==> config.mk <==
export PLATFORM = sky130hd
export DESIGN_NAME = bgp_gpio_port
export DESIGN_NICKNAME = d
export VERILOG_FILES = /design/src/bgp_pkg.sv /design/src/bgp_pin_if.sv /design/src/bgp_pin_bank.sv /design/src/bgp_gpio_port.sv
export SDC_FILE = /design/constraint.sdc
export NUM_CORES = 1
export LEC_CHECK = 0
export BUFFER_PORTS_ARGS = -buffer_cell sky130_fd_sc_hd__buf_2
export CAP_MARGIN = 20
export CELL_PAD_IN_SITES_DETAIL_PLACEMENT = 0
export CELL_PAD_IN_SITES_GLOBAL_PLACEMENT = 1
export CORE_MARGIN = 2
export CORE_UTILIZATION = 35
export CTS_CLUSTER_DIAMETER = 100
export CTS_CLUSTER_SIZE = 20
export DETAILED_ROUTE_END_ITERATION = 6
export GPL_TIMING_DRIVEN = 0
export PLACE_DENSITY_LB_ADDON = 0.12
export SLEW_MARGIN = 25
export SYNTH_ARGS = -nofsm -noshare
export SYNTH_HDL_FRONTEND = slang
export SYNTH_SLANG_ARGS = --single-unit
==> constraint.sdc <==
create_clock -name clk_i -period 3.2 [get_ports clk_i]
set_input_delay 0.32 -clock clk_i [delete_from_list [all_inputs] [get_ports clk_i]]
set_output_delay 0.32 -clock clk_i [all_outputs]
set_load 0.005 [all_outputs]
==> src/bgp_pkg.sv <==
package bgp_pkg;

    // Pin port geometry
    localparam int unsigned PIN_W  = 16;
    localparam int unsigned GRP_W  = 8;
    localparam int unsigned GRP_N  = 2;

    // Register offsets inside the 256-byte memory window
    localparam logic [7:0]  OFF_DRIVE  = 8'h0c;
    localparam logic [7:0]  OFF_SAMPLE = 8'h10;
    localparam logic [7:0]  OFF_CTRL   = 8'h14;
    localparam int unsigned WIN_LSB    = 8;

    // Control register fields
    localparam int unsigned CTRL_DIR_LO = 0;
    localparam int unsigned CTRL_DIR_HI = 1;
    localparam int unsigned CTRL_LAMP   = 31;

    // Reset values: groups released as inputs, nothing driven
    localparam logic [1:0]  DIR_RST   = 2'h3;
    localparam logic [15:0] DRIVE_RST = 16'h0000;
    localparam logic        LAMP_RST  = 1'b0;

    // Configuration header
    localparam logic [15:0] CLASS_CODE  = 16'h0780;
    localparam logic [7:0]  PROG_IF     = 8'h00;
    localparam logic [5:0]  CFG_ID      = 6'h00;
    localparam logic [5:0]  CFG_CMD     = 6'h01;
    localparam logic [5:0]  CFG_CLASS   = 6'h02;
    localparam logic [5:0]  CFG_BAR0    = 6'h04;
    localparam int unsigned CMD_MEM_EN  = 1;
    localparam logic [15:0] STATUS_RO   = 16'h0200;

    // Bus commands
    localparam logic [3:0] CMD_MRD  = 4'h6;
    localparam logic [3:0] CMD_MWR  = 4'h7;
    localparam logic [3:0] CMD_CRD  = 4'ha;
    localparam logic [3:0] CMD_CWR  = 4'hb;
    localparam logic [3:0] CMD_MRM  = 4'hc;
    localparam logic [3:0] CMD_MRL  = 4'he;
    localparam logic [3:0] CMD_MWI  = 4'hf;

    // Heartbeat half period
    localparam int unsigned HB_HALF_MS    = 250;
    localparam int unsigned CLK_PERIOD_NS = 50;
    localparam int unsigned HB_HALF_CYC   =
        HB_HALF_MS * 1000000 / CLK_PERIOD_NS;

    localparam int unsigned SEL_W = 2;
    localparam int unsigned SEL_N = 4;

    typedef enum logic [2:0] {
        ST_IDLE  = 3'b000,
        ST_CLAIM = 3'b001,
        ST_DATA  = 3'b010,
        ST_HOLD  = 3'b011,
        ST_TURN  = 3'b100
    } bgp_state_e;

endpackage

==> src/bgp_pin_if.sv <==
`timescale 1ns/1ps
interface bgp_pin_if;
    logic [15:0] drive;
    logic [1:0]  dir_in;
    logic [15:0] sample;

    modport ctrl (output drive, output dir_in, input sample);
    modport bank (input drive, input dir_in, output sample);
endinterface

==> src/bgp_pin_bank.sv <==
`timescale 1ns/1ps
module bgp_pin_bank (
    // Clock and reset
    input  wire logic                      clk_i,
    input  wire logic                      rst_b_i,
    // Register side
    bgp_pin_if.bank                        pif,
    // Header pins
    input  wire logic [bgp_pkg::PIN_W-1:0] pins_i,
    output logic      [bgp_pkg::PIN_W-1:0] pins_o,
    output logic      [bgp_pkg::PIN_W-1:0] pins_oe_b_o
);
    import bgp_pkg::*;

    logic [PIN_W-1:0] sample_reg;
    logic [PIN_W-1:0] sample_next;

    for (genvar g = 0; g < GRP_N; g++) begin : g_grp
        // Direction 1 releases the drivers, 0 drives the group
        assign pins_oe_b_o[g*GRP_W +: GRP_W] = {GRP_W{pif.dir_in[g]}};
        assign pins_o[g*GRP_W +: GRP_W] = pif.drive[g*GRP_W +: GRP_W];
        // Output pins sample as zero
        assign sample_next[g*GRP_W +: GRP_W] =
            pins_i[g*GRP_W +: GRP_W] & {GRP_W{pif.dir_in[g]}};
    end

    always_ff @(posedge clk_i or negedge rst_b_i) begin
        if (!rst_b_i) begin
            sample_reg <= '0;
        end else begin
            sample_reg <= sample_next;
        end
    end

    assign pif.sample = sample_reg;
endmodule

==> src/bgp_gpio_port.sv <==
// What this block does
// - Drive value register at 0x0C; bits 15:0 set pin levels, upper reserved.
// - Sample register at 0x10; bits 15:0 report pin levels, upper reserved.
// - Register bit n maps to port pin n in both registers.
// - Control at 0x14: bit 0 directs pins 0-7, bit 1 pins 8-15.
// - Direction 0 drives the group from drive register; 1 releases it.
// - Control bit 31 directly drives the user indicator lamp.
// - Heartbeat indicator toggles continuously while the logic runs.
// - Stack selector setting modulo four picks interrupt, clock, IDSEL set.
// - Configuration header reports class code 0x0780.
// - Configuration header returns fixed vendor and device identity codes.
// - Sample register answers 16-bit word reads with all sixteen pins.
// - Sample bits of pins set as outputs read zero.
// - Registers live in the 256-byte first memory base address window.
`timescale 1ns/1ps
module bgp_gpio_port #(
    parameter logic [15:0]  VENDOR_ID   = 16'h1a5e, // Arbitrary value
    parameter logic [15:0]  DEVICE_ID   = 16'h0b07, // Arbitrary value
    parameter logic [7:0]   REV_ID      = 8'h01,    // Arbitrary value
    parameter int unsigned  HB_HALF     = bgp_pkg::HB_HALF_CYC
) (
    // Clock and reset
    input  wire logic                      clk_i,
    input  wire logic                      rst_b_i,
    // Bus address/data and control
    input  wire logic [31:0]               ad_i,
    output logic      [31:0]               ad_o,
    output logic                           ad_oe_b_o,
    input  wire logic [3:0]                cbe_n_i,
    input  wire logic                      frame_n_i,
    input  wire logic                      irdy_n_i,
    output logic                           par_o,
    output logic                           par_oe_b_o,
    output logic                           trdy_n_o,
    output logic                           devsel_n_o,
    output logic                           stop_n_o,
    output logic                           tgt_oe_b_o,
    input  wire logic [bgp_pkg::SEL_N-1:0] idsel_i,
    // Stack position
    input  wire logic [3:0]                stack_rotary_selector_i,
    output logic      [bgp_pkg::SEL_N-1:0] stack_line_sel_o,
    // Header pins
    input  wire logic [bgp_pkg::PIN_W-1:0] pins_i,
    output logic      [bgp_pkg::PIN_W-1:0] pins_o,
    output logic      [bgp_pkg::PIN_W-1:0] pins_oe_b_o,
    // Indicators
    output logic                           heartbeat_indicator_o,
    output logic                           user_indicator_lamp_o
);
    import bgp_pkg::*;

    bgp_pin_if pif ();

    bgp_state_e       state_reg,  state_next;
    logic             frame_q_reg, frame_q_next;
    logic             cfg_reg,    cfg_next;
    logic             rd_reg,     rd_next;
    logic [7:0]       addr_reg,   addr_next;
    logic [31:0]      rdata_reg,  rdata_next;
    logic             par_reg,    par_next;
    logic             pdrv_reg,   pdrv_next;
    logic [15:0]      drive_reg,  drive_next;
    logic [1:0]       dir_reg,    dir_next;
    logic             lamp_reg,   lamp_next;
    logic             memen_reg,  memen_next;
    logic [23:0]      bar_reg,    bar_next;
    logic [SEL_W-1:0] sel_reg,    sel_next;
    logic             cap_reg,    cap_next;
    logic [31:0]      hb_cnt_reg, hb_cnt_next;
    logic             hb_reg,     hb_next;

    logic       addr_phase;
    logic       idsel_hit;
    logic       cfg_cmd;
    logic       mem_cmd;
    logic       mem_rd;
    logic [5:0] cfg_idx;
    logic [31:0] rd_mux;

    assign addr_phase = !frame_n_i && frame_q_reg;
    assign idsel_hit  = idsel_i[sel_reg];
    assign cfg_cmd    = (cbe_n_i == CMD_CRD) || (cbe_n_i == CMD_CWR);
    assign mem_rd     = (cbe_n_i == CMD_MRD) || (cbe_n_i == CMD_MRM) ||
                        (cbe_n_i == CMD_MRL);
    assign mem_cmd    = mem_rd || (cbe_n_i == CMD_MWR) ||
                        (cbe_n_i == CMD_MWI);
    assign cfg_idx    = addr_reg[7:2];

    // Read data for the latched address
    always_comb begin
        rd_mux = '0;
        if (cfg_reg) begin
            case (cfg_idx)
                CFG_ID:    rd_mux = {DEVICE_ID, VENDOR_ID};
                CFG_CMD:   rd_mux = {STATUS_RO, 14'h0000, memen_reg, 1'b0};
                CFG_CLASS: rd_mux = {CLASS_CODE, PROG_IF, REV_ID};
                CFG_BAR0:  rd_mux = {bar_reg, 8'h00};
                default:   rd_mux = '0;
            endcase
        end else begin
            case (addr_reg)
                OFF_DRIVE:  rd_mux = {16'h0000, drive_reg};
                OFF_SAMPLE: rd_mux = {16'h0000, pif.sample};
                OFF_CTRL:   rd_mux = {lamp_reg, 29'h0, dir_reg};
                default:    rd_mux = '0;
            endcase
        end
    end

    // Bus target sequencing and register writes
    always_comb begin
        state_next   = state_reg;
        frame_q_next = frame_n_i;
        cfg_next     = cfg_reg;
        rd_next      = rd_reg;
        addr_next    = addr_reg;
        rdata_next   = rdata_reg;
        par_next     = par_reg;
        pdrv_next    = 1'b0;
        drive_next   = drive_reg;
        dir_next     = dir_reg;
        lamp_next    = lamp_reg;
        memen_next   = memen_reg;
        bar_next     = bar_reg;
        case (state_reg)
            ST_IDLE: begin
                if (addr_phase && cfg_cmd && idsel_hit &&
                    ad_i[1:0] == 2'b00) begin
                    state_next = ST_CLAIM;
                    cfg_next   = 1'b1;
                    rd_next    = (cbe_n_i == CMD_CRD);
                    addr_next  = ad_i[7:0];
                end else if (addr_phase && mem_cmd && memen_reg &&
                             ad_i[31:WIN_LSB] == bar_reg) begin
                    state_next = ST_CLAIM;
                    cfg_next   = 1'b0;
                    rd_next    = mem_rd;
                    addr_next  = {ad_i[7:2], 2'b00};
                end
            end
            ST_CLAIM: begin
                // Turnaround cycle before the target may drive data
                rdata_next = rd_mux;
                state_next = ST_DATA;
            end
            ST_DATA: begin
                if (!irdy_n_i) begin
                    state_next = frame_n_i ? ST_TURN : ST_HOLD;
                    par_next   = ^{rdata_reg, cbe_n_i};
                    pdrv_next  = rd_reg;
                    if (!rd_reg && cfg_reg) begin
                        if (cfg_idx == CFG_CMD && !cbe_n_i[0]) begin
                            memen_next = ad_i[CMD_MEM_EN];
                        end
                        if (cfg_idx == CFG_BAR0) begin
                            for (int b = 1; b < 4; b++) begin
                                if (!cbe_n_i[b]) begin
                                    bar_next[(b-1)*8 +: 8] = ad_i[b*8 +: 8];
                                end
                            end
                        end
                    end else if (!rd_reg) begin
                        if (addr_reg == OFF_DRIVE) begin
                            if (!cbe_n_i[0]) drive_next[7:0]  = ad_i[7:0];
                            if (!cbe_n_i[1]) drive_next[15:8] = ad_i[15:8];
                        end
                        if (addr_reg == OFF_CTRL) begin
                            if (!cbe_n_i[0]) begin
                                dir_next = {ad_i[CTRL_DIR_HI],
                                            ad_i[CTRL_DIR_LO]};
                            end
                            if (!cbe_n_i[3]) lamp_next = ad_i[CTRL_LAMP];
                        end
                    end
                end
            end
            ST_HOLD: begin
                // Master wanted a burst: hold the disconnect until it ends
                if (frame_n_i) state_next = ST_TURN;
            end
            ST_TURN: begin
                state_next = ST_IDLE;
            end
            default: begin
                state_next = ST_IDLE;
            end
        endcase
    end

    // Stack position captured once after reset; residues pick one set
    always_comb begin
        sel_next = sel_reg;
        cap_next = 1'b1;
        if (!cap_reg) sel_next = stack_rotary_selector_i[SEL_W-1:0];
    end

    // Heartbeat keeps toggling as long as the clock runs
    always_comb begin
        hb_cnt_next = hb_cnt_reg + 32'h1;
        hb_next     = hb_reg;
        if (hb_cnt_reg >= HB_HALF - 1) begin
            hb_cnt_next = '0;
            hb_next     = !hb_reg;
        end
    end

    always_ff @(posedge clk_i or negedge rst_b_i) begin
        if (!rst_b_i) begin
            state_reg   <= ST_IDLE;
            frame_q_reg <= 1'b1;
            cfg_reg     <= 1'b0;
            rd_reg      <= 1'b0;
            addr_reg    <= '0;
            rdata_reg   <= '0;
            par_reg     <= 1'b0;
            pdrv_reg    <= 1'b0;
            drive_reg   <= DRIVE_RST;
            dir_reg     <= DIR_RST;
            lamp_reg    <= LAMP_RST;
            memen_reg   <= 1'b0;
            bar_reg     <= '0;
            sel_reg     <= '0;
            cap_reg     <= 1'b0;
            hb_cnt_reg  <= '0;
            hb_reg      <= 1'b0;
        end else begin
            state_reg   <= state_next;
            frame_q_reg <= frame_q_next;
            cfg_reg     <= cfg_next;
            rd_reg      <= rd_next;
            addr_reg    <= addr_next;
            rdata_reg   <= rdata_next;
            par_reg     <= par_next;
            pdrv_reg    <= pdrv_next;
            drive_reg   <= drive_next;
            dir_reg     <= dir_next;
            lamp_reg    <= lamp_next;
            memen_reg   <= memen_next;
            bar_reg     <= bar_next;
            sel_reg     <= sel_next;
            cap_reg     <= cap_next;
            hb_cnt_reg  <= hb_cnt_next;
            hb_reg      <= hb_next;
        end
    end

    // Target handshake; TURN drives them high once before release
    assign tgt_oe_b_o = (state_reg == ST_IDLE);
    assign devsel_n_o = !(state_reg == ST_CLAIM || state_reg == ST_DATA ||
                          state_reg == ST_HOLD);
    assign trdy_n_o   = (state_reg != ST_DATA);
    // Only single data phases: a burst is disconnected with data
    assign stop_n_o   = !((state_reg == ST_DATA && !frame_n_i) ||
                          state_reg == ST_HOLD);
    assign ad_o       = rdata_reg;
    assign ad_oe_b_o  = !(state_reg == ST_DATA && rd_reg);
    assign par_o      = par_reg;
    assign par_oe_b_o = !pdrv_reg;

    for (genvar s = 0; s < SEL_N; s++) begin : g_sel
        assign stack_line_sel_o[s] = cap_reg && (sel_reg == s);
    end

    assign pif.drive = drive_reg;
    assign pif.dir_in = dir_reg;
    assign heartbeat_indicator_o = hb_reg;
    assign user_indicator_lamp_o = lamp_reg;

    bgp_pin_bank u_bank (
        .clk_i       (clk_i),
        .rst_b_i     (rst_b_i),
        .pif         (pif.bank),
        .pins_i      (pins_i),
        .pins_o      (pins_o),
        .pins_oe_b_o (pins_oe_b_o)
    );
endmodule

# --- Word level (Yosys, flattened, before mapping) ---
# Cells that the tools add are included.
totals:
  reg_bits: 144
  word_cells: 125
op_classes:
  n_eq_ne: 24
  bitwise_logic: 9
  order_cmp: 2
  reduce_logical: 48
  mux: 20
  n_addsub: 1
op_table:
  columns: ["cell", "n"]
  rows:
  - ["one-hot mux 32 bit (4 select lines)", 1]
  - ["one-hot mux 32 bit (3 select lines)", 1]
  - ["2-to-1 mux 32 bit", 2]
  - ["XOR reduction 36 bit", 1]
  - ["adder 32 x 1 -> 32 bit (second input constant)", 1]
  - [">= comparator 32 x 23 -> 1 bit (second input constant)", 1]
  - ["equality test 24 bit", 1]
  - ["AND reduction 6 bit", 4]
  - ["equality test 4 bit (second input constant)", 5]
  - ["bitwise AND 8 bit", 2]
  - ["equality test 8 x 5 -> 1 bit (second input constant)", 2]
  - ["2-to-1 mux 8 bit", 2]
  - ["logical AND 1 bit", 15]
  - ["2-to-1 mux 3 bit", 5]
  - ["AND reduction 5 bit", 3]
  - ["one-hot mux 3 bit (4 select lines)", 1]
  - ["equality test 4 x 3 -> 1 bit (second input constant)", 2]
  - ["equality test 8 x 4 -> 1 bit (second input constant)", 1]
  - ["zero test 1 bit", 8]
  - ["logical OR 1 bit", 8]
  - ["2-to-1 mux 1 bit", 7]
  - ["NOT 1 bit", 7]
  - ["equality test 3 x 2 -> 1 bit (second input constant)", 2]
  - ["equality test 6 x 1 -> 1 bit (second input constant)", 1]
  - ["17 further kinds", 21]

# --- Longest topological paths before layout ---
# Gate-level depths: netlist of run 1.
depth:
  word_depth: 11
  ltp_mapped: 8
  depth_no_buf: 8

# --- Cells and area by module ---
# From an unflattened synthesis of run 1, not the netlist that was laid out.
hier_totals:
  hier_cells: 604
  area_unflattened_um2: 6877.8
by_module_without_submodules:
  columns: ["mod", "instances", "area_per_inst_um2", "seq_area_each_um2", "cells_each"]
  rows:
  - ["bgp_gpio_port", 1, 6137.1, 3206.8, 540]
  - ["bgp_pin_bank", 1, 740.7, 400.4, 64]

# --- Least setup slack after synthesis of run 1 ---
# Ideal clock, no wire load.
synth_path:
  path_kind: "reg2reg"
  from: "register addr_reg[5]"
  to: "register bar_reg[0]"
  arrival_ns: 2.067
  synth_period_minus_slack_ns: 2.192
  path_buffers: 0
  setup_slack_ns: 1.008
  stages_incl_launch_ff: 7
  path_cell_list: "dfrtp_1 or3_4 or3b_4 nor2_4 nand2_2 nor2_4 mux2_2"
synth_between:
  elab_chain_cells: 2
synth_lines:
  columns: ["element", "line_no", "source"]
  rows:
  - ["from (decl)", "bgp_gpio_port.sv:58", "logic [7:0] addr_reg, addr_next;"]
  - ["from (signal assigned)", "bgp_gpio_port.sv:231", "addr_reg <= addr_next;"]
  - ["equality test 6 x 3 -> 1 bit", "bgp_gpio_port.sv:155", "if (cfg_idx == CFG_BAR0) begin"]
  - ["AND reduction 5 bit (no line)", null, null]
  - ["to (signal assigned)", "bgp_gpio_port.sv:239", "bar_reg <= bar_next;"]
  - ["to (decl)", "bgp_gpio_port.sv:66", "logic [23:0] bar_reg, bar_next;"]
# No other way between the ends.
# A chain may end at the register's enable or synchronous reset.

# --- Worst setup path after layout of run 1 ---
layout_path:
  from: "register addr_reg[2]"
  to: "register drive_reg[15]"
layout_between:
  elab_chain_cells: 2
layout_lines:
  columns: ["element", "line_no", "source"]
  rows:
  - ["equality test 8 x 4 -> 1 bit", "bgp_gpio_port.sv:163", "if (addr_reg == OFF_DRIVE) begin"]
  - ["AND reduction 6 bit (no line)", null, null]
  - ["to (signal assigned)", "bgp_gpio_port.sv:235", "drive_reg <= drive_next;"]
  - ["to (decl)", "bgp_gpio_port.sv:62", "logic [15:0] drive_reg, drive_next;"]
# No other way between the ends.

==> qor.yml, run 1 <==
die:
  dieWidth_um: 143
  rows: 50
  initial_core_util_pct: 36.0
  die_height_um: 143
  ios: 141
  die_area_um2: 20500
  coreArea_um2: 18800
timing:
  final_max_slew_viol_count: 0
  slew_headroom_pct: 53.2
  timing.final.crit_share_pct: 88.3
  grt_setup_unrepaired: "false"
  timing.hold.ws_ps: 51.5
  worst_pin_slew_ps: 698
  hold_viol: 0
  max_freq_mhz: 354
  setup_viol: 0
  fin_setup_tns_ps: 0
  fin_skew_ps: 6.38
  period_needed_ps: 2830
logic_synthesis:
  ys_types: 57
  async_flop_share_pct: 100
  syn_area_per_cell_um2: 11.6
  ys_seq_elements: 144
  synth_top_area_cell: "dfrtp_1"
  synth_area_leaders: "dfrtp_1 52%, mux2_2 8.8%, xnor2_1 5.2%"
  synth_area_um2: 6780
  ys_warn_count: 0
  synth_common_cells: "141 x dfrtp_1, 53 x mux2_2, 42 x nor2_1"
  syn_inst: 584
  ys_seq_area_share_pct: 53.2
  synth.most_common_cell: "dfrtp_1"
  synth_edf_count: 0
  synth_top_area_share_pct: 52.0
  synth_ff_type: "dfrtp_1"
route:
  wirelength_um: 17400
  wl_per_cell_um: 17.0
  antenna_left: 0
  drtIter0Drc: 211
  drt_first_pass_iters: 4
  drt_drc_violations_left: 0
  vias: 4953
  routed_via_density: 4.83
clocking:
  cts_tree: "done"
  worstSkewPairLatency_ps: 420
  cts_sinks: 144
  h-tree-depth: 4
  clk_pin_slew_ps: 60
  clk_path_buf_depth: 2
  numCtsBuffers: 17
  cts-root-buf: "clkbuf_16"
pwr:
  internal-power_w: 0.00359
  ir_drop_v: 0.000387
  p_leak_nw: 4.15
  swShare_pct: 23.2
  finalPower_w: 0.00468
  seqPwrFrac_pct: 41.4
  power_density_nw_per_um2: 548
  p_sw_w: 0.00109
  comb_power_share_pct: 12.3
  clkPwrFrac_pct: 46.3
place:
  place_congestion: 0.767
  place_hpwl_um: 13200
  place_area_um2: 7880
  portBuffers: 138
cells_and_area:
  stdcell_area_um2: 8530
  area_growth_pct: 25.8
  drive_gt1_share_pct: 33.7
  num_antenna_cells: 0
  fin_util_pct: 45.3
  fillers: 1816
  final_nets: 823
setup_path:
  arrival_ps: 3130
  worstSetupEndpointType: "flip-flop"
  path_class: "flip-flop to flip-flop"
  critPathRequiredTime_ps: 3500
  cp_max_fo: 10
  startpoint_type: "flip-flop"
global_route:
  antenna_found_initial: 0
  top_usage_layer: "met2"
  grt_pass1_wl_um: 27600
  grt_max_degree: 76
  grt_pass1_vias: 5164
  met1_usage_pct: 23.0
  grt_usage_pct: 17.9
  grtUsageMet2_pct: 29.5
  gr-total-overflow: 0
  use_met3_pct: 3.62
job:
  drv_cap: 0
min_path:
  hold_class: "input pin to flip-flop"
outcome:
  status: "finished, final reports clean"
==> final timing paths <==
path / from / endpoint / slack [ps] / depth (start not counted)
max in group asynchronous: rst_b_i / ad_o[9] / 2010 / 3
max: addr_reg[2] / drive_reg[15] / 370 / 5
min reg2reg: heartbeat_indicator_o / heartbeat_indicator_o / 460 / 1
min: frame_n_i / frame_q_reg / 50 / 1
min in group asynchronous: rst_b_i / pdrv_reg / 440 / 2
max reg2reg: addr_reg[2] / drive_reg[15] / 370 / 5
==> logic make-up after synthesis <==
group,count (synthesis),share of synthesized area (%)
XOR/XNOR,78,10.3
buffers and inverters,42,3.17
multiplexers,55,9.28
AO/OA/AOI/OAI,86,8.78
flip-flops,144,53.2
adder cells (fa/ha/maj),8,1.44
other,2,0.111
AND/OR/NAND/NOR,169,13.8
==> per-stage QoR <==
step | std cells | setup WS [ps]
2_1_floorplan | 592 | 1010
3_3_place_gp | 990 | -267
3_5_place_dp | 992 | 409
4_1_cts | 1025 | 394
5_1_grt | 1025 | 203
6_report | 1025 | 374
==> cells in the final DEF, fill, tap and decap left out, types with 3 or more instances in the layout <==
cell	synthesis	final
inv_1	13	13
nor3b_1	3	3
bufinv_16	0	5
and2_1	18	18
nand2b_1	6	6
dfrtp_1	141	141
buf_2	4	141
clkbuf_8	0	3
nor2_1	42	42
nor3_1	11	11
a221o_1	3	3
a21oi_1	14	14
o21ai_0	22	22
nand2_1	35	35
ha_1	7	7
clkbuf_16	0	17
conb_1	2	10
nand4_1	5	5
xnor2_1	40	40
a22o_1	8	8
nor4_1	10	9
a22oi_1	18	18
nor2_4	4	4
buf_4	14	15
and3_1	5	5
a221oi_1	3	3
mux2_2	53	53
dfstp_2	3	3
o221ai_1	4	4
nand3_1	12	12
xor2_1	37	37
or3_1	3	3
clkbuf_1	10	17
a211oi_1	3	3
o21ai_1	3	3
==> critical path, stage by stage (launching register included) <==
cell	delay, ps
dfrtp_1	320
clkbuf_1	400
nand2_1	200
nor4b_4	680
nor3b_4	700
mux2_2	410
==> layout make-up <==
class                           count  area [um2]  area share (%)
Buffer                             28         163            1.91
Clock buffer                       27         493            5.78
Clock inverter                      5         150            1.76
Inverter                           14        52.6           0.616
Multi-Input combinational cell    406        3000            35.1
Sequential cell                   144        3610            42.3
Tap cell                          260         325            3.81
Timing Repair Buffer              141         746            8.74
==> repair_timing <==
action,4_1_cts,5_1_grt
endpoints found under the hold margin,69,0
gates resized for setup,0,0
buffers inserted,0,0
hold buffers,1,0
==> routing by layer <==
layer	vias up	share of wire, %	routed length, um
li1	2357	-	-
met1	2450	44	7710
met2	118	49	8510
met3	28	4.5	793
met4	0	2.4	426
met5	-	0	0
==> power groups by stage <==
stage | Combinational, W | Clock, W | Sequential, W
after detailed placement | 0.000583 | 0 | 0.00197
after global placement | 0.000568 | 0 | 0.00197
after global routing | 0.000646 | 0.00230 | 0.00195
final | 0.000575 | 0.00216 | 0.00194
after floorplan | 0.000327 | 0 | 0.00196
after CTS | 0.000588 | 0.00222 | 0.00194
Power figures use the tool's default switching activity.
==> run 2, diff against run 1 <==
--- a/config.mk
+++ b/config.mk
@@ -5,7 +5,7 @@
 export SDC_FILE = /design/constraint.sdc
 export NUM_CORES = 1
 export LEC_CHECK = 0
-export BUFFER_PORTS_ARGS = -buffer_cell sky130_fd_sc_hd__buf_2
+export BUFFER_PORTS_ARGS = -buffer_cell sky130_fd_sc_hd__clkbuf_2
 export CAP_MARGIN = 20
 export CELL_PAD_IN_SITES_DETAIL_PLACEMENT = 0
 export CELL_PAD_IN_SITES_GLOBAL_PLACEMENT = 1
@@ -15,7 +15,8 @@
 export CTS_CLUSTER_SIZE = 20
 export DETAILED_ROUTE_END_ITERATION = 6
 export GPL_TIMING_DRIVEN = 0
-export PLACE_DENSITY_LB_ADDON = 0.12
+export PLACE_DENSITY_LB_ADDON = 0.1
+export SETUP_SLACK_MARGIN = 0.3
 export SLEW_MARGIN = 25
 export SYNTH_ARGS = -nofsm -noshare
 export SYNTH_HDL_FRONTEND = slang
==> run 2 against run 1 <==
  * Global-route usage is 0.080 points higher
  * Combinational power barely moved
  * Routed wire length grew 1.1%
  * Flip-flop and latch count is the same
  * Register-to-register slack improved by 170 ps
  * Setup slack better by 170 ps
  * Hold slack got worse by 6.1 ps
  * Final cell count barely moved
  * Critical path type unchanged
  * Largest power group unchanged
  * Highest routed layer unchanged
==> qor.yml, run 2 (synthesis results as in run 1) <==
cells_and_area:
  area_growth_pct: 25.5
  num_antenna_cells: 0  # unchanged
  final_common_cell: "dfrtp_1"
  final_cells: 1026  # +0.098%
  final_cell_mix: "141 x dfrtp_1, 137 x clkbuf_2, 53 x mux2_2, 42 x nor2_1, 40 x xnor2_1"
  final_nets: 825  # +0.24%
  drive_gt1_share_pct: 34.7  # +1.0 points
  fin_util_pct: 45.2  # -0.11 points
setup_path:
  crit_chain: "or3_4 -> nor2_2 -> nor4b_4 -> clkbuf_1 -> a22oi_1 -> o21ai_0"
  worstSetupEndpointType: "flip-flop"
  critPathRequiredTime_ps: 3520  # +20 ps
  cp_slowest_cell: "nor4b_4"
  arrival_ps: 2970  # -160 ps
  cp_max_fo: 10  # unchanged
  max_stage_delay_ps: 620  # -80 ps
  path_class: "flip-flop to flip-flop"
  startpoint_type: "flip-flop"
route:
  wl_per_cell_um: 17.2  # +1.0%
  drtIter0Drc: 242  # +15%
  routed_via_density: 4.78  # -1.1%
  drt_first_pass_iters: 4  # unchanged
  wirelength_um: 17600  # +1.1%
  vias: 4905  # -0.97%
  drt_drc_violations_left: 0  # unchanged
  antenna_left: 0  # unchanged
global_route:
  grt_usage_pct: 18.0  # +0.080 points
  antenna_found_initial: 0  # unchanged
  gr-total-overflow: 0  # unchanged
  grt_pass1_vias: 5051  # -2.2%
  grt_max_degree: 53  # -30%
  grt_pass1_wl_um: 27900  # +1.3%
clocking:
  worstSkewPairLatency_ps: 420  # about the same
  cts_tree: "done"
  cts-resized-gates: 0  # unchanged
  h-tree-depth: 4  # unchanged
  clk_path_buf_depth: 2  # unchanged
  clk_pin_slew_ps: 70  # about the same
  numCtsBuffers: 17  # unchanged
  cts_sinks: 144  # unchanged
  cts-root-buf: "clkbuf_16"
die:
  die_height_um: 143  # unchanged
  rows: 50  # unchanged
  initial_core_util_pct: 36.0  # unchanged
  die_area_um2: 20500  # unchanged
  dieWidth_um: 143  # unchanged
  coreArea_um2: 18800  # unchanged
  ios: 141  # unchanged
place:
  dp.cells: 993  # +0.10%
  portBuffers: 138  # unchanged
  place_hpwl_um: 13300  # +0.73%
  place_congestion: 0.797  # +3.9%
pwr:
  ir_drop_v: 0.000340  # -12%
  p_leak_nw: 4.10  # -1.2%
  power_density_nw_per_um2: 524  # -4.3%
timing:
  period_needed_ps: 2650  # -172 ps
  timing.final.crit_share_pct: 83.0  # -5.4 points
  worst_pin_slew_ps: 709  # +10.5 ps
  hold_viol: 0  # unchanged
  max_freq_mhz: 377  # +6.5%
  fin_skew_ps: 10.1  # +3.69 ps
  grt_setup_unrepaired: "false"
  setup_viol: 0  # unchanged
  slew_headroom_pct: 52.5  # -0.70 points
  final_max_slew_viol_count: 0  # unchanged
min_path:
  hold_class: "input pin to flip-flop"
job:
  drv_cap: 0  # unchanged
outcome:
  status: "finished, final reports clean"
-- run 2: cell count changes in the layout (fill, tap and decap cells not counted), moves of 2 or more --
cell,delta
buf_2,-136
bufinv_16,-3
clkbuf_1,-7
clkbuf_2,+137
clkinv_2,+4
clkinv_4,+3
clkinvlp_4,+2
inv_6,+2
-- run 2: per-layer routing --
layer  global-route usage, %  routed length [um]  vias up
met5                       0                   0        -
met4                    5.47                 246        0
met3                    4.12                 846       18
met2                    30.4                8790      122
met1                    23.0                7750     2405
li1                        -                   -     2360
-- run 2: what timing repair did --
item,CTS,global route
hold endpoints to repair,44,0
setup buffers,0,1
hold buffers,1,0
endpoints found under the setup margin,0,8
-- run 2: final timing paths --
kind	start	to	depth (start not counted)	slack, ps
min in group asynchronous	rst_b_i	pdrv_reg	2	390
max reg2reg	addr_reg[5]	ad_o[0]	6	550
min reg2reg	heartbeat_indicator_o	heartbeat_indicator_o	1	480
max	addr_reg[5]	ad_o[0]	6	550
min	frame_n_i	frame_q_reg	1	50
max in group asynchronous	rst_b_i	dir_reg[0]	4	1890
-- run 2: cell type report --
type / instances / area, um2
Buffer: 28 / 163
Clock buffer: 18 / 439
Clock inverter: 13 / 139
Fill cell: 1831 / 10300
Inverter: 14 / 52.6
Multi-Input combinational cell: 406 / 3000
Sequential cell: 144 / 3610
Tap cell: 260 / 325
Timing Repair Buffer: 143 / 790
-- run 2: report_power, final --
part	switching [W]	internal, W
Sequential	0.0000594	0.00188
Clock	0.000780	0.00117
Combinational	0.000316	0.000262
-- run 2: stage by stage --
step,total power (W),cell area (um2),setup WS (ps),TNS [ps],hold WS (ps)
6_report,0.00446,8510,545,0,45.4
5_1_grt,0.00468,8510,344,0,27.2
4_1_cts,0.00453,8490,348,0,24.0
3_5_place_dp,0.00256,7900,354,0,282
3_3_place_gp,0.00254,7830,-684,-95090,454
2_1_floorplan,0.00229,6810,1010,0,24.4
-- run 2: worst max-delay path: cells and delay by family (launching register included) --
family,cells,cell delay [ps]
DFF,1,380
AOI/OAI and AO/OA,2,400
buffers and inverters,1,550
and+or+nand+nor,3,1230
==> run 3, diff against run 2 <==
==> constraint.sdc (replaced) <==
create_clock -name clk_i -period 2.7 [get_ports clk_i]
set_input_delay 0.27 -clock clk_i [delete_from_list [all_inputs] [get_ports clk_i]]
set_output_delay 0.27 -clock clk_i [all_outputs]
set_load 0.005 [all_outputs]
==> run 3 against run 2 <==
  * Setup slack lost 170 ps
  * Critical path depth unchanged
  * Sequential share of layout area is 0.80 points lower
  * Register-to-register slack got worse by 170 ps
  * First-iteration DRC count is 13% lower
==> qor.yml, run 3 (synthesis results as in run 1) <==
pwr:
  ir_drop_v: 0.000409  # +20%
  p_sw_w: 0.00139  # +20%
  power_density_nw_per_um2: 613  # +17%
  swShare_pct: 26.1  # +0.18 points
  internal-power_w: 0.00394  # +19%
  p_leak_nw: 4.19  # +2.0%
  clkPwrFrac_pct: 43.5  # about the same
  comb_power_share_pct: 13.3  # +0.3 points
  seqPwrFrac_pct: 43.2  # -0.3 points
route:
  drtIter0Drc: 210  # -13%
  drt_drc_violations_left: 0  # unchanged
  wirelength_um: 17800  # +0.81%
  routed_via_density: 4.76  # -0.50%
  vias: 4928  # +0.47%
  wl_per_cell_um: 17.2  # -0.17%
  drt_first_pass_iters: 5  # +1
  antenna_left: 0  # unchanged
global_route:
  grt_pass1_vias: 5095  # +0.87%
  grt_pass1_wl_um: 28100  # +0.77%
  grt_max_degree: 53  # unchanged
  grt_usage_pct: 18.1  # +0.14 points
  antenna_found_initial: 0  # unchanged
  gr-total-overflow: 0  # unchanged
setup_path:
  cp_max_fo: 8  # -2
  rr_worst_depth: 6  # unchanged
  critPathRequiredTime_ps: 3000  # -520 ps
  worstSetupEndpointType: "flip-flop"
  arrival_ps: 2620  # -350 ps
  r2r_slack_ps: 380  # -170 ps
  timing.rr.end: "bar_reg[22]"
  reg2reg_from: "addr_reg[6]"
  path_class: "flip-flop to flip-flop"
  startpoint_type: "flip-flop"
timing:
  setup_viol: 0  # unchanged
  max_freq_mhz: 431  # +14%
  timing.final.crit_share_pct: 85.9  # +3.0 points
  period_needed_ps: 2320  # -334 ps
  final_max_slew_viol_count: 0  # unchanged
  worst_pin_slew_ps: 686  # -23.0 ps
  hold_viol: 0  # unchanged
  fin_skew_ps: 11.1  # +1.06 ps
  grt_setup_unrepaired: "false"
  worst_slack_ps: 380  # -166 ps
  slew_headroom_pct: 53.9  # +1.3 points
die:
  ios: 141  # unchanged
  dieWidth_um: 143  # unchanged
  initial_core_util_pct: 36.0  # unchanged
  rows: 50  # unchanged
  coreArea_um2: 18800  # unchanged
  die_height_um: 143  # unchanged
  die_area_um2: 20500  # unchanged
place:
  portBuffers: 138  # unchanged
  place_area_um2: 7900  # unchanged
  pre_cts_slack_ps: -146  # -500 ps
  place_hpwl_um: 13300  # unchanged
  place_congestion: 0.797  # unchanged
clocking:
  clk_path_buf_depth: 2  # unchanged
  h-tree-depth: 4  # unchanged
  worstSkewPairLatency_ps: 420  # about the same
  cts-root-buf: "clkbuf_16"
  cts_tree: "done"
  clk_pin_slew_ps: 70  # about the same
  cts_sinks: 144  # unchanged
  numCtsBuffers: 17  # unchanged
job:
  drv_cap: 0  # unchanged
cells_and_area:
  final_common_cell: "clkbuf_2"
  final_nets: 835  # +1.2%
  area_growth_pct: 28.0
  num_antenna_cells: 0  # unchanged
  final_cell_mix: "142 x clkbuf_2, 139 x dfrtp_1, 53 x mux2_2, 40 x nor2_1, 40 x xnor2_1"
  fillers: 1820  # -0.60%
  stdcell_area_um2: 8680  # +2.0%
  drive_gt1_share_pct: 37.8  # +3.0 points
min_path:
  hold_class: "input pin to flip-flop"
  hp-start: "irdy_n_i"
  whs_endpoint: "pdrv_reg"
  whs_path_depth: 2  # +1
outcome:
  status: "finished, final reports clean"
run 3: cell count changes in the layout (fill, tap and decap cells not counted), sizes merged:
cell / previous run / this run
buf: 22 / 29
clkbuf: 166 / 168
dlygate4sd3: 1 / 2
run 3: repair_timing:
item	4_1_cts	5_1_grt
pin swaps	3	4
setup buffers	7	3
setup endpoints to repair	82	81
hold endpoints to repair	45	0
cloned	0	0
hold buffers	2	0
gates resized for setup	5	23
run 3: final cells by class:
class | count | area, um2 | area share (%)
clock inverter | 13 | 139 | 1.60
timing repair buffer | 153 | 880 | 10.1
buffer | 28 | 174 | 2.00
clock buffer | 18 | 439 | 5.06
sequential | 144 | 3610 | 41.6
tap | 260 | 325 | 3.75
multi-input combinational | 406 | 3060 | 35.3
inverter | 14 | 52.6 | 0.605
run 3: how the worst max path moves through the flow:
stage / to / cells after the start / slack (ps) / from
after detailed placement: drive_reg[13] / 5 / -150 / addr_reg[5]
after floorplan: bar_reg[0] / 6 / 510 / addr_reg[5]
final: bar_reg[22] / 6 / 380 / addr_reg[6]
after global placement: hb_cnt_reg[6] / 1 / -1130 / rst_b_i
after CTS: ad_o[15] / 8 / 300 / state_reg[0]
after global routing: ad_o[24] / 7 / 300 / state_reg[1]
run 3: per-stage QoR:
stage          hold WS, ps  total power (W)  setup TNS (ps)  std cells  util [%]
5_1_grt               40.3          0.00558               0       1036      46.1
4_1_cts               13.9          0.00537               0       1033      45.6
6_report              32.7          0.00533               0       1036      46.1
3_3_place_gp           419          0.00301         -159960        990      41.6
3_5_place_dp           232          0.00303           -1140        993      42.0
2_1_floorplan        -25.6          0.00271               0        592         -
run 3: critical path, cell delays in order (launching register included):
cell     delay [ps]
dfrtp_1         370
or3_4           440
or3b_4          470
nor2_4          150
nand2_4         100
nor2_4          290
mux2_2          380
run 3: metal layers:
layer	vias to the layer above	routed length, um	global-route usage [%]
met5	-	0	0
met4	0	261	5.62
met3	19	812	4.12
met2	119	8900	30.6
met1	2404	7810	23.2
li1	2386	-	-
run 3: power by group through the flow:
stage                     clock, W  combinational, W  sequential, W
after global routing       0.00247          0.000788        0.00231
final                      0.00232          0.000707        0.00230
after global placement           0          0.000675        0.00234
after CTS                  0.00236          0.000708        0.00230
after floorplan                  0          0.000388        0.00232
after detailed placement         0          0.000694        0.00234
